**src/fims_pkg.sv**
```systemverilog
// Purpose: shared constants for the fault interrupt mask and status block
// Assumes: 20 MHz core clock, 8-bit control-port registers
// Notes:   offsets and field positions are the register map of the device
package fims_pkg;
    localparam int          ADDR_W          = 8;
    localparam int          DATA_W          = 8;
    localparam logic [7:0]  FAULT_MASK_ADDR = 8'h14;
    localparam logic [7:0]  AUDIO_STAT_ADDR = 8'h15;
    localparam logic [7:0]  MON_STAT_ADDR   = 8'h16;
    localparam logic [7:0]  FAULT_MASK_RST  = 8'hff;
    localparam logic [7:0]  DATA_ZERO       = 8'h00;
    // audio status field positions
    localparam int          AUD_W           = 5;
    localparam int          AUD_SYNC_BIT    = 4;
    localparam int          AUD_MCLK_BIT    = 3;
    localparam int          AUD_SHORT_BIT   = 2;
    localparam int          AUD_WARN_BIT    = 1;
    localparam int          AUD_ERR_BIT     = 0;
    // monitor status field positions
    localparam int          MON_W           = 3;
    localparam int          MON_LSB         = 5;
    localparam int          MON_VOV_BIT     = 7;
    localparam int          MON_IOV_BIT     = 6;
    localparam int          MON_POV_BIT     = 5;
    localparam int          MON_PDN_BIT     = 0;
    localparam logic        PWR_DONE_RST    = 1'b1;
    // clock watchdog timing
    localparam int          CLK_HZ          = 20_000_000;
    localparam int          MCLK_MIN_HZ     = 1_250_000;
    localparam int          WD_W            = 5;
    localparam logic [4:0]  WD_MAX_CYC      = 5'(CLK_HZ / MCLK_MIN_HZ);
    localparam logic [4:0]  WD_ONE          = 5'h01;
    localparam logic [4:0]  WD_ZERO         = 5'h00;
    // current monitor scale code that drives the path into clipping
    localparam int          SCALE_W         = 2;
    localparam logic [1:0]  SCALE_OVF_CODE  = 2'h3;
    localparam int          PIN_N           = 9;

    typedef enum logic [0:0] {
        FIMS_REL_IDLE  = 1'b0,
        FIMS_REL_ARMED = 1'b1
    } fims_rel_type;
endpackage : fims_pkg

```
**src/fims_stat_if.sv**
```systemverilog
// Purpose: carries sticky status set, clear and state between modules
// Assumes: one clock domain
// Notes:   W sets the number of sticky bits
`timescale 1ns/100ps
interface fims_stat_if #(parameter int W = 1);
    logic [W-1:0] set;
    logic [W-1:0] clr;
    logic [W-1:0] stat;
    modport owner (input set, input clr, output stat);
    modport user  (output set, output clr, input stat);
endinterface : fims_stat_if

```
**src/fims_sticky.sv**
```systemverilog
// Purpose: bank of sticky status bits, cleared by the reader
// Assumes: set and clear come from the same clock domain
// Notes:   a set in the clearing cycle wins, so no event is lost
`timescale 1ns/100ps
module fims_sticky #(
    parameter int W = 1
) (
    input  wire logic     clk,
    input  wire logic     rstn,
    fims_stat_if.owner    sb
);
    logic [W-1:0] stat_q;
    logic [W-1:0] stat_d;

    // hold until cleared, set dominates clear
    assign stat_d  = (stat_q & ~sb.clr) | sb.set;
    assign sb.stat = stat_q;

    always_ff @(posedge clk) begin
        if (!rstn) begin
            stat_q <= '0;
        end else begin
            stat_q <= stat_d;
        end
    end
endmodule : fims_sticky

```
**src/fims_fault_status.sv**
```systemverilog
// Purpose: fault mask, audio and monitor status, speaker-safe protection
// Assumes: detector pins are asynchronous; control bits share clk
// Notes:   a status register read clears the sticky flags it returned
//
// Operation
// - mask bit 1 blocks its source, 0 passes it; fault mask resets all ones
// - fault mask bits 7..0: undervoltage, lamp2/1 open/short, battery, boost
// - status flags are read-only and sticky until the clearing action
// - audio status bits 4..0 sync, clock, short, warning, error; 7:5 zero
// - sync-loss flag sets whenever clock ratio is invalid
// - watchdog flags master clock below 1.25 MHz, clear while above
// - on clock loss the amplifier stops switching and clamps outputs
// - output short sets its flag and enters speaker-safe state
// - short protection leaves only after short ends and release sequence
// - short detector is blind while powered down or speaker-safe
// - thermal warning sets its flag without any protective state
// - thermal error sets flag, enters safe state, leaves after release
// - monitor status: overflow flags in 7,6,5; 4:1 zero; bit 0 done
// - overflow flag sets when its monitor path clips
// - current monitor scale setting alone may set current overflow
// - power-down-done is 0 while clock is needed, else 1, resets to 1
// - release bit acts on 0-1-0; safe clears only with no cause left
// - thermal error reappearing during release keeps protection and sets status
`timescale 1ns/100ps
module fims_fault_status
    import fims_pkg::*;
(
    input  wire logic                          clk,
    input  wire logic                          rstn,
    input  wire logic [fims_pkg::ADDR_W-1:0]   reg_addr,
    input  wire logic [fims_pkg::DATA_W-1:0]   reg_wdata,
    input  wire logic                          reg_wr,
    input  wire logic                          reg_rd,
    output logic      [fims_pkg::DATA_W-1:0]   reg_rdata,
    input  wire logic                          mclk_pin,
    input  wire logic                          ratio_invalid_pin,
    input  wire logic                          output_short_pin,
    input  wire logic                          thermal_warning_pin,
    input  wire logic                          thermal_error_pin,
    input  wire logic                          vmon_clip_pin,
    input  wire logic                          imon_clip_pin,
    input  wire logic                          vpmon_clip_pin,
    input  wire logic                          need_clock_pin,
    input  wire logic                          global_power_down,
    input  wire logic                          amplifier_power_down,
    input  wire logic                          short_release,
    input  wire logic                          thermal_release,
    input  wire logic [fims_pkg::SCALE_W-1:0]  current_monitor_scale,
    input  wire logic [fims_pkg::DATA_W-1:0]   audio_mask,
    input  wire logic [fims_pkg::DATA_W-1:0]   monitor_mask,
    input  wire logic [fims_pkg::DATA_W-1:0]   led_boost_status,
    output logic                               int_out,
    output logic                               speaker_safe,
    output logic                               amp_clamp,
    output logic                               amp_switch_en,
    output logic                               power_down_done
);
    import fims_pkg::*;

    logic [PIN_N-1:0]   sync1_q;
    logic [PIN_N-1:0]   sync2_q;
    logic [PIN_N-1:0]   pins;
    logic               mclk_s;
    logic               ratio_s;
    logic               short_s;
    logic               warn_s;
    logic               err_s;
    logic               vclip_s;
    logic               iclip_s;
    logic               pclip_s;
    logic               need_s;
    logic               mclk_prev_q;
    logic               mclk_edge;
    logic [WD_W-1:0]    wd_cnt_q;
    logic [WD_W-1:0]    wd_cnt_d;
    logic               mclk_lost_q;
    logic               mclk_lost_d;
    logic [DATA_W-1:0]  fmask_q;
    logic [DATA_W-1:0]  rdata_q;
    logic [DATA_W-1:0]  rdata_d;
    logic               int_q;
    logic               int_d;
    logic               safe_q;
    logic               safe_d;
    logic               switch_q;
    logic               switch_d;
    logic               pwr_done_q;
    logic               pwr_done_d;
    logic               short_cause_q;
    logic               short_cause_d;
    logic               therm_cause_q;
    logic               therm_cause_d;
    fims_rel_type       srel_q;
    fims_rel_type       trel_q;
    logic               short_end;
    logic               therm_end;
    logic               therm_reap_q;
    logic               short_seen;
    logic               scale_ovf;
    logic               sel_mask;
    logic               sel_audio;
    logic               sel_mon;
    logic [DATA_W-1:0]  audio_word;
    logic [DATA_W-1:0]  mon_word;
    logic               aud_pend;
    logic               mon_pend;
    logic               lb_pend;

    fims_stat_if #(.W(AUD_W)) aud_if ();
    fims_stat_if #(.W(MON_W)) mon_if ();

    // every detector pin passes two flops before any logic sees it
    assign pins = {need_clock_pin, vpmon_clip_pin, imon_clip_pin,
                   vmon_clip_pin, thermal_error_pin, thermal_warning_pin,
                   output_short_pin, ratio_invalid_pin, mclk_pin};

    always_ff @(posedge clk) begin
        if (!rstn) begin
            sync1_q <= '0;
            sync2_q <= '0;
        end else begin
            sync1_q <= pins;
            sync2_q <= sync1_q;
        end
    end

    assign mclk_s  = sync2_q[0];
    assign ratio_s = sync2_q[1];
    assign short_s = sync2_q[2];
    assign warn_s  = sync2_q[3];
    assign err_s   = sync2_q[4];
    assign vclip_s = sync2_q[5];
    assign iclip_s = sync2_q[6];
    assign pclip_s = sync2_q[7];
    assign need_s  = sync2_q[8];

    // clock watchdog: a period longer than the slowest legal clock is loss
    assign mclk_edge   = mclk_s & ~mclk_prev_q;
    assign wd_cnt_d    = mclk_edge ? WD_ZERO :
                         (wd_cnt_q == WD_MAX_CYC) ? wd_cnt_q :
                         wd_cnt_q + WD_ONE;
    assign mclk_lost_d = ~mclk_edge & (wd_cnt_d == WD_MAX_CYC);

    always_ff @(posedge clk) begin
        if (!rstn) begin
            mclk_prev_q <= 1'b0;
            wd_cnt_q    <= WD_ZERO;
            mclk_lost_q <= 1'b0;
        end else begin
            mclk_prev_q <= mclk_s;
            wd_cnt_q    <= wd_cnt_d;
            mclk_lost_q <= mclk_lost_d;
        end
    end

    // register decode; unmapped addresses read as zero
    assign sel_mask  = (reg_addr == FAULT_MASK_ADDR);
    assign sel_audio = (reg_addr == AUDIO_STAT_ADDR);
    assign sel_mon   = (reg_addr == MON_STAT_ADDR);

    always_ff @(posedge clk) begin
        if (!rstn) begin
            fmask_q <= FAULT_MASK_RST;
        end else if (reg_wr && sel_mask) begin
            fmask_q <= reg_wdata;
        end
    end

    // short detector is blind while powered down, safe or releasing
    assign short_seen = short_s & ~amplifier_power_down & ~safe_q
                        & (srel_q == FIMS_REL_IDLE);

    // release sequences: armed on a 1, acted upon at the return to 0
    assign short_end = (srel_q == FIMS_REL_ARMED) & ~short_release;
    assign therm_end = (trel_q == FIMS_REL_ARMED) & ~thermal_release;

    always_ff @(posedge clk) begin
        if (!rstn) begin
            srel_q       <= FIMS_REL_IDLE;
            trel_q       <= FIMS_REL_IDLE;
            therm_reap_q <= 1'b0;
        end else begin
            srel_q       <= short_release ? FIMS_REL_ARMED : FIMS_REL_IDLE;
            trel_q       <= thermal_release ? FIMS_REL_ARMED : FIMS_REL_IDLE;
            therm_reap_q <= thermal_release & (therm_reap_q | err_s);
        end
    end

    // a cause holds until its release ends with the condition gone
    assign short_cause_d = short_seen |
        (short_cause_q & ~(short_end & ~short_s));
    assign therm_cause_d = err_s |
        (therm_cause_q & ~(therm_end & ~therm_reap_q));
    assign safe_d        = short_cause_d | therm_cause_d;
    // clock loss stops switching at once, not waiting for a release
    assign switch_d      = ~amplifier_power_down & ~global_power_down
                           & ~mclk_lost_d & ~safe_d;
    assign pwr_done_d    = ~need_s;

    always_ff @(posedge clk) begin
        if (!rstn) begin
            short_cause_q <= 1'b0;
            therm_cause_q <= 1'b0;
            safe_q        <= 1'b0;
            switch_q      <= 1'b0;
            pwr_done_q    <= PWR_DONE_RST;
        end else begin
            short_cause_q <= short_cause_d;
            therm_cause_q <= therm_cause_d;
            safe_q        <= safe_d;
            switch_q      <= switch_d;
            pwr_done_q    <= pwr_done_d;
        end
    end

    // sticky status sources; warning never touches the safe state
    assign aud_if.set[AUD_SYNC_BIT]  = ratio_s;
    assign aud_if.set[AUD_MCLK_BIT]  = mclk_lost_d;
    assign aud_if.set[AUD_SHORT_BIT] = short_seen;
    assign aud_if.set[AUD_WARN_BIT]  = warn_s;
    assign aud_if.set[AUD_ERR_BIT]   = err_s;
    assign aud_if.clr = {AUD_W{reg_rd & sel_audio}};

    assign scale_ovf  = (current_monitor_scale == SCALE_OVF_CODE);
    assign mon_if.set = {vclip_s, iclip_s | scale_ovf, pclip_s};
    assign mon_if.clr = {MON_W{reg_rd & sel_mon}};

    fims_sticky #(.W(AUD_W)) u_audio_stat (
        .clk  (clk),
        .rstn (rstn),
        .sb   (aud_if)
    );

    fims_sticky #(.W(MON_W)) u_mon_stat (
        .clk  (clk),
        .rstn (rstn),
        .sb   (mon_if)
    );

    // read words; reserved bits are zero
    assign audio_word = {{(DATA_W - AUD_W){1'b0}}, aud_if.stat};
    assign mon_word   = {mon_if.stat, {(MON_LSB - 1){1'b0}},
                         pwr_done_q};
    assign rdata_d    = !reg_rd   ? rdata_q    :
                        sel_mask  ? fmask_q    :
                        sel_audio ? audio_word :
                        sel_mon   ? mon_word   : DATA_ZERO;

    // interrupt: any status bit with a clear mask bit
    assign aud_pend = |(audio_word & ~audio_mask);
    assign mon_pend = |(mon_word & ~monitor_mask);
    assign lb_pend  = |(led_boost_status & ~fmask_q);
    assign int_d    = aud_pend | mon_pend | lb_pend;

    always_ff @(posedge clk) begin
        if (!rstn) begin
            rdata_q <= DATA_ZERO;
            int_q   <= 1'b0;
        end else begin
            rdata_q <= rdata_d;
            int_q   <= int_d;
        end
    end

    assign reg_rdata       = rdata_q;
    assign int_out         = int_q;
    assign speaker_safe    = safe_q;
    assign amp_clamp       = mclk_lost_q;
    assign amp_switch_en   = switch_q;
    assign power_down_done = pwr_done_q;
endmodule : fims_fault_status

```
**config.mk**
```make
export PLATFORM = sky130hd
export DESIGN_NAME = fims_fault_status
export DESIGN_NICKNAME = d
export VERILOG_FILES = /design/src/fims_pkg.sv /design/src/fims_stat_if.sv /design/src/fims_sticky.sv /design/src/fims_fault_status.sv
export SDC_FILE = /design/constraint.sdc
export NUM_CORES = 1
export LEC_CHECK = 0
export BUFFER_PORTS_ARGS = -buffer_cell sky130_fd_sc_hd__clkbuf_2
export CAP_MARGIN = 20
export CORE_AREA = 2 2 69 71
export CTS_BUF_LIST = sky130_fd_sc_hd__clkbuf_4 sky130_fd_sc_hd__clkbuf_8 sky130_fd_sc_hd__clkbuf_16
export DETAILED_ROUTE_END_ITERATION = 6
export DIE_AREA = 0 0 71 73
export GPL_TIMING_DRIVEN = 1
export PLACE_DENSITY = 0.82
export SLEW_MARGIN = 10
export SYNTH_ARGS = -nofsm -noshare
export SYNTH_HDL_FRONTEND = slang
export SYNTH_HIERARCHICAL = 1
export SYNTH_SLANG_ARGS = --single-unit
```
**constraint.sdc**
```tcl
create_clock -name clk -period 4.61 [get_ports clk]
set_input_delay 0.6915 -clock clk [delete_from_list [all_inputs] [get_ports clk]]
set_output_delay 0.6915 -clock clk [all_outputs]
set_load 0.02 [all_outputs]
```
; Word-level counts from Yosys, hierarchy flattened
; Index checks and enable logic that the tools add are counted.
[totals]
ff_bits = 58
latchBits = 0
ramBits = 0
rom_bits = 0
inputBits = 59
memories = 0
[classes]
addsub = 1
mul = 0
div = 0
magnitude_cmp = 0
eq_ne = 6
shifts = 0
muxes = 7
bitwise = 51
reduce_logical = 4
[op_table]
columns = op, n
row1 = $eq A8 B5 Y1 const B, 3
row2 = $mux W8, 3
row3 = $not A8 Y8, 3
row4 = $reduce_or A8 Y1, 3
row5 = $and A1 B1 Y1, 17
row6 = $and A8 B8 Y8, 2
row7 = $not A1 Y1, 15
row8 = $eq A5 B5 Y1 const B, 2
row9 = $mux W5, 2
row10 = $and A5 B8 Y8, 1
row11 = $or A1 B1 Y1, 7
row12 = $add A5 B1 Y5 const B, 1
row13 = $and A5 B5 Y5, 1
row14 = $not A5 Y5, 1
row15 = $or A5 B5 Y5, 1
row16 = $and A3 B3 Y3, 1
row17 = $not A3 Y3, 1
row18 = $or A3 B3 Y3, 1
row19 = $eq A2 B2 Y1 const B, 1
row20 = $mux W1, 2
row21 = $logic_and A1 B1 Y1, 1

; Depth between registers and ports, before layout
[logic_depth]
ltp_word = 9
ltp_mapped = 6

; By module
; The synthesis kept the hierarchy.
[modules_own_cells]
columns = module, n_inst, cells_per_inst, area_each_um2, seq_area_each_um2
row1 = fims_fault_status, 1, 212, 1990.7, 1001.0
row2 = fims_sticky at u_audio_stat, 1, 15, 206.4, 100.1
row3 = fims_sticky at u_mon_stat, 1, 9, 123.9, 60.1

; Least setup slack after synthesis
; No wires, ideal clock.
[synth_path]
path_type = input port to flip-flop
start = in reg_rd
end = reg u_audio_stat.stat_q[3], in the netlist u_audio_stat/sb.stat[3]
t_arrival_ns = 2.103
required_time_ns = 4.495
slack_ns = 2.393
cell_stages = 6
path_cell_list = clkbuf_1 > nand2b_1 > nor4_1 > and2_1 > nor2b_4 > o21a_1
[synth_between]
elab_chain_len = 4
[synth_lines]
columns = element, line_no
row1 = from (decl), fims_fault_status.sv:33  ; input wire logic reg_rd,
row2 = $and A1 B1 Y1, fims_fault_status.sv:222  ; assign aud_if.clr = {AUD_W{reg_rd & sel_audio}};
row3 = via aud_if.clr[0], fims_stat_if.sv:7  ; logic [W-1:0] clr;
row4 = $not A5 Y5, fims_sticky.sv:16  ; assign stat_d = (stat_q & ~sb.clr) | sb.set;
row5 = $and A5 B5 Y5, fims_sticky.sv:16
row6 = $or A5 B5 Y5, fims_sticky.sv:16
row7 = to (signal assigned), fims_sticky.sv:23  ; stat_q <= stat_d;
row8 = to (decl), fims_sticky.sv:12  ; logic [W-1:0] stat_q;
; The timed path passes the listed nets, and every way through them passes these cells.
; A chain may end at the register's enable or synchronous reset.

; Final worst setup path
[layout_path]
start = in reg_addr[3] (netlist name)
end = reg u_audio_stat.stat_q[2], in the netlist u_audio_stat/sb.stat[2]
[layout_between]
elab_chain_len = 5
[layout_lines]
columns = element, line_no
row1 = from (decl), fims_fault_status.sv:30  ; input wire logic [fims_pkg::ADDR_W-1:0] reg_addr,
row2 = $eq A8 B5 Y1, fims_fault_status.sv:158  ; assign sel_audio = (reg_addr == AUDIO_STAT_ADDR);
row3 = $and A1 B1 Y1, fims_fault_status.sv:222
row4 = via aud_if.clr[0], fims_stat_if.sv:7
row5 = $not A5 Y5, fims_sticky.sv:16
row6 = $and A5 B5 Y5, fims_sticky.sv:16
row7 = $or A5 B5 Y5, fims_sticky.sv:16
; The timed path passes the listed nets, and every way through them passes these cells.

==> summary.md <==
| Metric | Value |
|---|---|
| Min-delay worst type | reg -> reg |
| Hold Vio Cnt, Final | 0 |
| Seq/Total Area, Yosys | 0.5003 |
| Post-synth cell types | 40 |
| Fin util | 0.6361 |
| Clock Sinks | 58 |
| Max-cap violations | 0 |
| Hold Startpoint | sync2_q[8] |
| Initial antenna violation count | 0 |
| Diodes inserted | 0 |
| Final Cell Area | about 2900 sq um |
| Worst-path clk slew | roughly 0.060 ns |
| Die Wd | around 71 um |
| Buf/Inv on CP | 1 |
| Worst slack, placed | a little over 2 ns |
| Crit path cell chain | clkbuf_2, nand4bb_1, nor4_1, and2_1, nor2b_4, o21a_1 |
| Synthesized Nets | 297 |
| Setup violations, final | 0 |
| Cell row count | 25 |
| CTS tree | done |
| Syn Inst Count | 236 |
| GRT Residual Overflow | 0 |
| Drt initial violations | a little over 80 |
| Worst setup SP type | primary input |
| Vias in the first global route | around 1,800 |
| Pin count of the biggest net entering global routing | 45 |
| Clock Tree Buf Depth | 2 |
| Routed vias | ~1,800 |
| Global-route usage over all layers | 0.1926 |
| LEAKAGE | roughly 1.4 nW |
| Clock latency on the worst-skew pair | ~0.33 ns |
| Drt drc | 0 |
| Mean area per synthesized cell | about 9.8 sq um |
| Top delay family on crit path | simple AND/OR/NAND/NOR gates |
| Setup Skew | around 0.0052 ns |
| Final Wtd Congestion | between 0.8 and 0.9 |
| Final Non-Filler Cells | between 300 and 400 |
| Hold Slack | 0.3722 ns |
| Slew @ Worst Pin | 0.7732 ns |
| Ys async rst share | 0 |
| Core area | 4536 sq um |
| Final wirelength | about 4.6 mm |
| Critical path class | in -> reg |
| Relative slew slack | 0.4797 |
| CP Max Fanout | 5 |
| First-pass GRT wire length | 7.645 mm |
| CP peak stage delay | between 0.6 and 0.7 ns |
| FF-to-FF setup slack | around 2.8 ns |
| Status | complete, no violations |
| Number of flops mapped to enable cells by yosys | 0 |
| Post-DP HPWL | between 3 and 4 mm |
| Share of layout cells above drive strength 1 | 0.3019 |
| Crit path DAT | between 2 and 2.5 ns |
| R2R cell count | 6 |
| Post-CTS setup buffer count | 0 |
| Antenna viol nets, final | 0 |
| Nets | 364 |
| Routed WL per cell | approximately 13 um |
| CTS H-tree lvls | 3 |
| I/O Pins | ~70 |
| Worst VDD drop | around 0.25 mV |
| Initial Utilization | 0.5117 |
| P&R area growth vs syn | 24.31% |
| Hold Path Sink | power_down_done |
| Max Fclk | 0.4438 GHz |
| Slowest CP cell | nor4_1 |
| PortBufs | 64 |
| CTS buffer count | 9 |
| Crit. End Element | register |
| Setup WS post-layout | 2.357 ns |
| Cells after DPL | between 300 and 400 |
| 1st-pass router iterations | 6 |
| Placed cell area | 2663 sq um |
| Via density | between 4 and 5 |
| RR Startpoint | wd_cnt_q[0] |
| Tmin final | between 2 and 2.5 ns |
| Die Y-Extent | between 70 and 80 um |
| Cell Area, Synth | 2321 sq um |
| Pins Over Slew Limit | 0 |
| Full die area | 5183 sq um |
| Root Buffer | clkbuf_8 |
| Synth Register Bits | just under 60 |
| RSZ-0062 raised after global routing | no |
| Crit Reg-Reg Endpoint | amp_switch_en |
| Period Utilization, post-route | 0.4888 |
| Power Dens Cells | about 390 nW/um^2 |
| CTS Hold Bufs | 0 |
| Most common flop cell mapped by yosys | dfxtp_1 |
| Total power draw | 1.115 mW |
| Hold Crit Depth | 1 |
| Synth warn | 6 |
| TNS Setup | 0 ns |
| Req. time, crit path | between 4 and 5 ns |
| CTS resizes | 0 |
[sequential cells by signal (all words and copies together) (netlist names), 3 cells and up]
signal,count
sync1_q,9
sync2_q,9
fmask_q,8
reg_rdata,8
u_audio_stat/sb.stat,5
wd_cnt_q,5
u_mon_stat/sb.stat,3
[how the worst max path moves through the flow]
stage | startpoint | end | slack [ns] | depth (start not counted)
after CTS | reg_addr[3] | u_audio_stat/sb.stat[1] | 2.38 | 6
after global placement | reg_addr[3] | u_audio_stat/sb.stat[0] | 2.12 | 6
after detailed placement | reg_addr[3] | u_audio_stat/sb.stat[0] | 2.03 | 6
final | reg_addr[3] | u_audio_stat/sb.stat[2] | 2.36 | 6
after floorplan | reg_rd | u_audio_stat/sb.stat[3] | 2.39 | 6
after global routing | reg_addr[3] | u_audio_stat/sb.stat[2] | 2.22 | 6
[kinds of logic (layout without fill, tap and decap cells)]
kind of cell,count (synthesis),count (layout),share of synthesized area
AOI/OAI and AO/OA,36,36,0.09919
xor gates and xnor gates,4,4,0.01510
adders and majority gates,2,2,0.01078
buffers and inverters,27,99,0.05067
DFF,58,58,0.5003
muxes,17,17,0.07601
and+or+nand+nor,92,92,0.2480
[final cells by class]
cell class	count	area, sq um
Timing Repair Buffer	64	320.3
Sequential cell	58	1161
Clock buffer	11	145.1
Tap cell	54	67.56
Multi-Input combinational cell	151	1042
Inverter	19	71.32
Fill cell	401	1650
Clock inverter	5	77.57
[cells in the final DEF (no fill, tap or decap), types with 8 or more instances in the layout]
cell	n
dfxtp_1	58
mux2i_1	12
inv_1	18
clkbuf_2	64
and2_1	24
clkbuf_8	10
nand2_1	16
o21a_1	9
nor2_1	12
a21oi_1	9
nor2b_4	8
[power by group]
part / total, mW / internal, mW / switching [mW]
clock: 0.509 / 0.323 / 0.186
sequential: 0.528 / 0.519 / 0.00900
combinational: 0.0791 / 0.0431 / 0.0360
[worst register-to-register path, stage by stage, from the launching register on]
cell	delay (ns)
dfxtp_1	0.34
inv_1	0.11
ha_1	0.16
nand3b_1	0.14
or3_1	0.34
a211oi_1	0.48
nor3_1	0.14
[layer usage]
| layer | vias up | global-route usage | wire length [um] |
|---|---|---|---|
| li1 | 918 | - | - |
| met1 | 782 | 0.2125 | 1945 |
| met2 | 75 | 0.3281 | 2182 |
| met3 | 15 | 0.05110 | 321 |
| met4 | 0 | 0.1258 | 141 |
| met5 | - | 0 | 0 |
[synthesized netlist by cell type, types with 2 or more instances]
library cell / instances / area, sq um
clkbuf_1: 5 / 18.77
dfxtp_1: 58 / 1161
buf_6: 2 / 22.52
and3_1: 2 / 12.51
nor2_1: 12 / 45.04
nor2b_4: 8 / 110.1
nor2b_1: 4 / 25.02
nand3_1: 4 / 20.02
o22ai_1: 5 / 31.28
nand2b_1: 6 / 37.54
mux2_2: 5 / 56.30
o21ai_1: 2 / 10.01
and2_1: 24 / 150.1
o21ai_0: 4 / 20.02
or3b_1: 2 / 17.52
o21a_1: 9 / 67.56
a31oi_1: 2 / 12.51
inv_1: 18 / 67.56
mux2i_1: 12 / 120.1
a21oi_1: 9 / 45.04
xor2_1: 3 / 26.28
nand2_1: 16 / 60.06
nand3b_1: 2 / 15.01
ha_1: 2 / 25.02
nor3_1: 5 / 25.02
(Power assumes the default switching activity.)
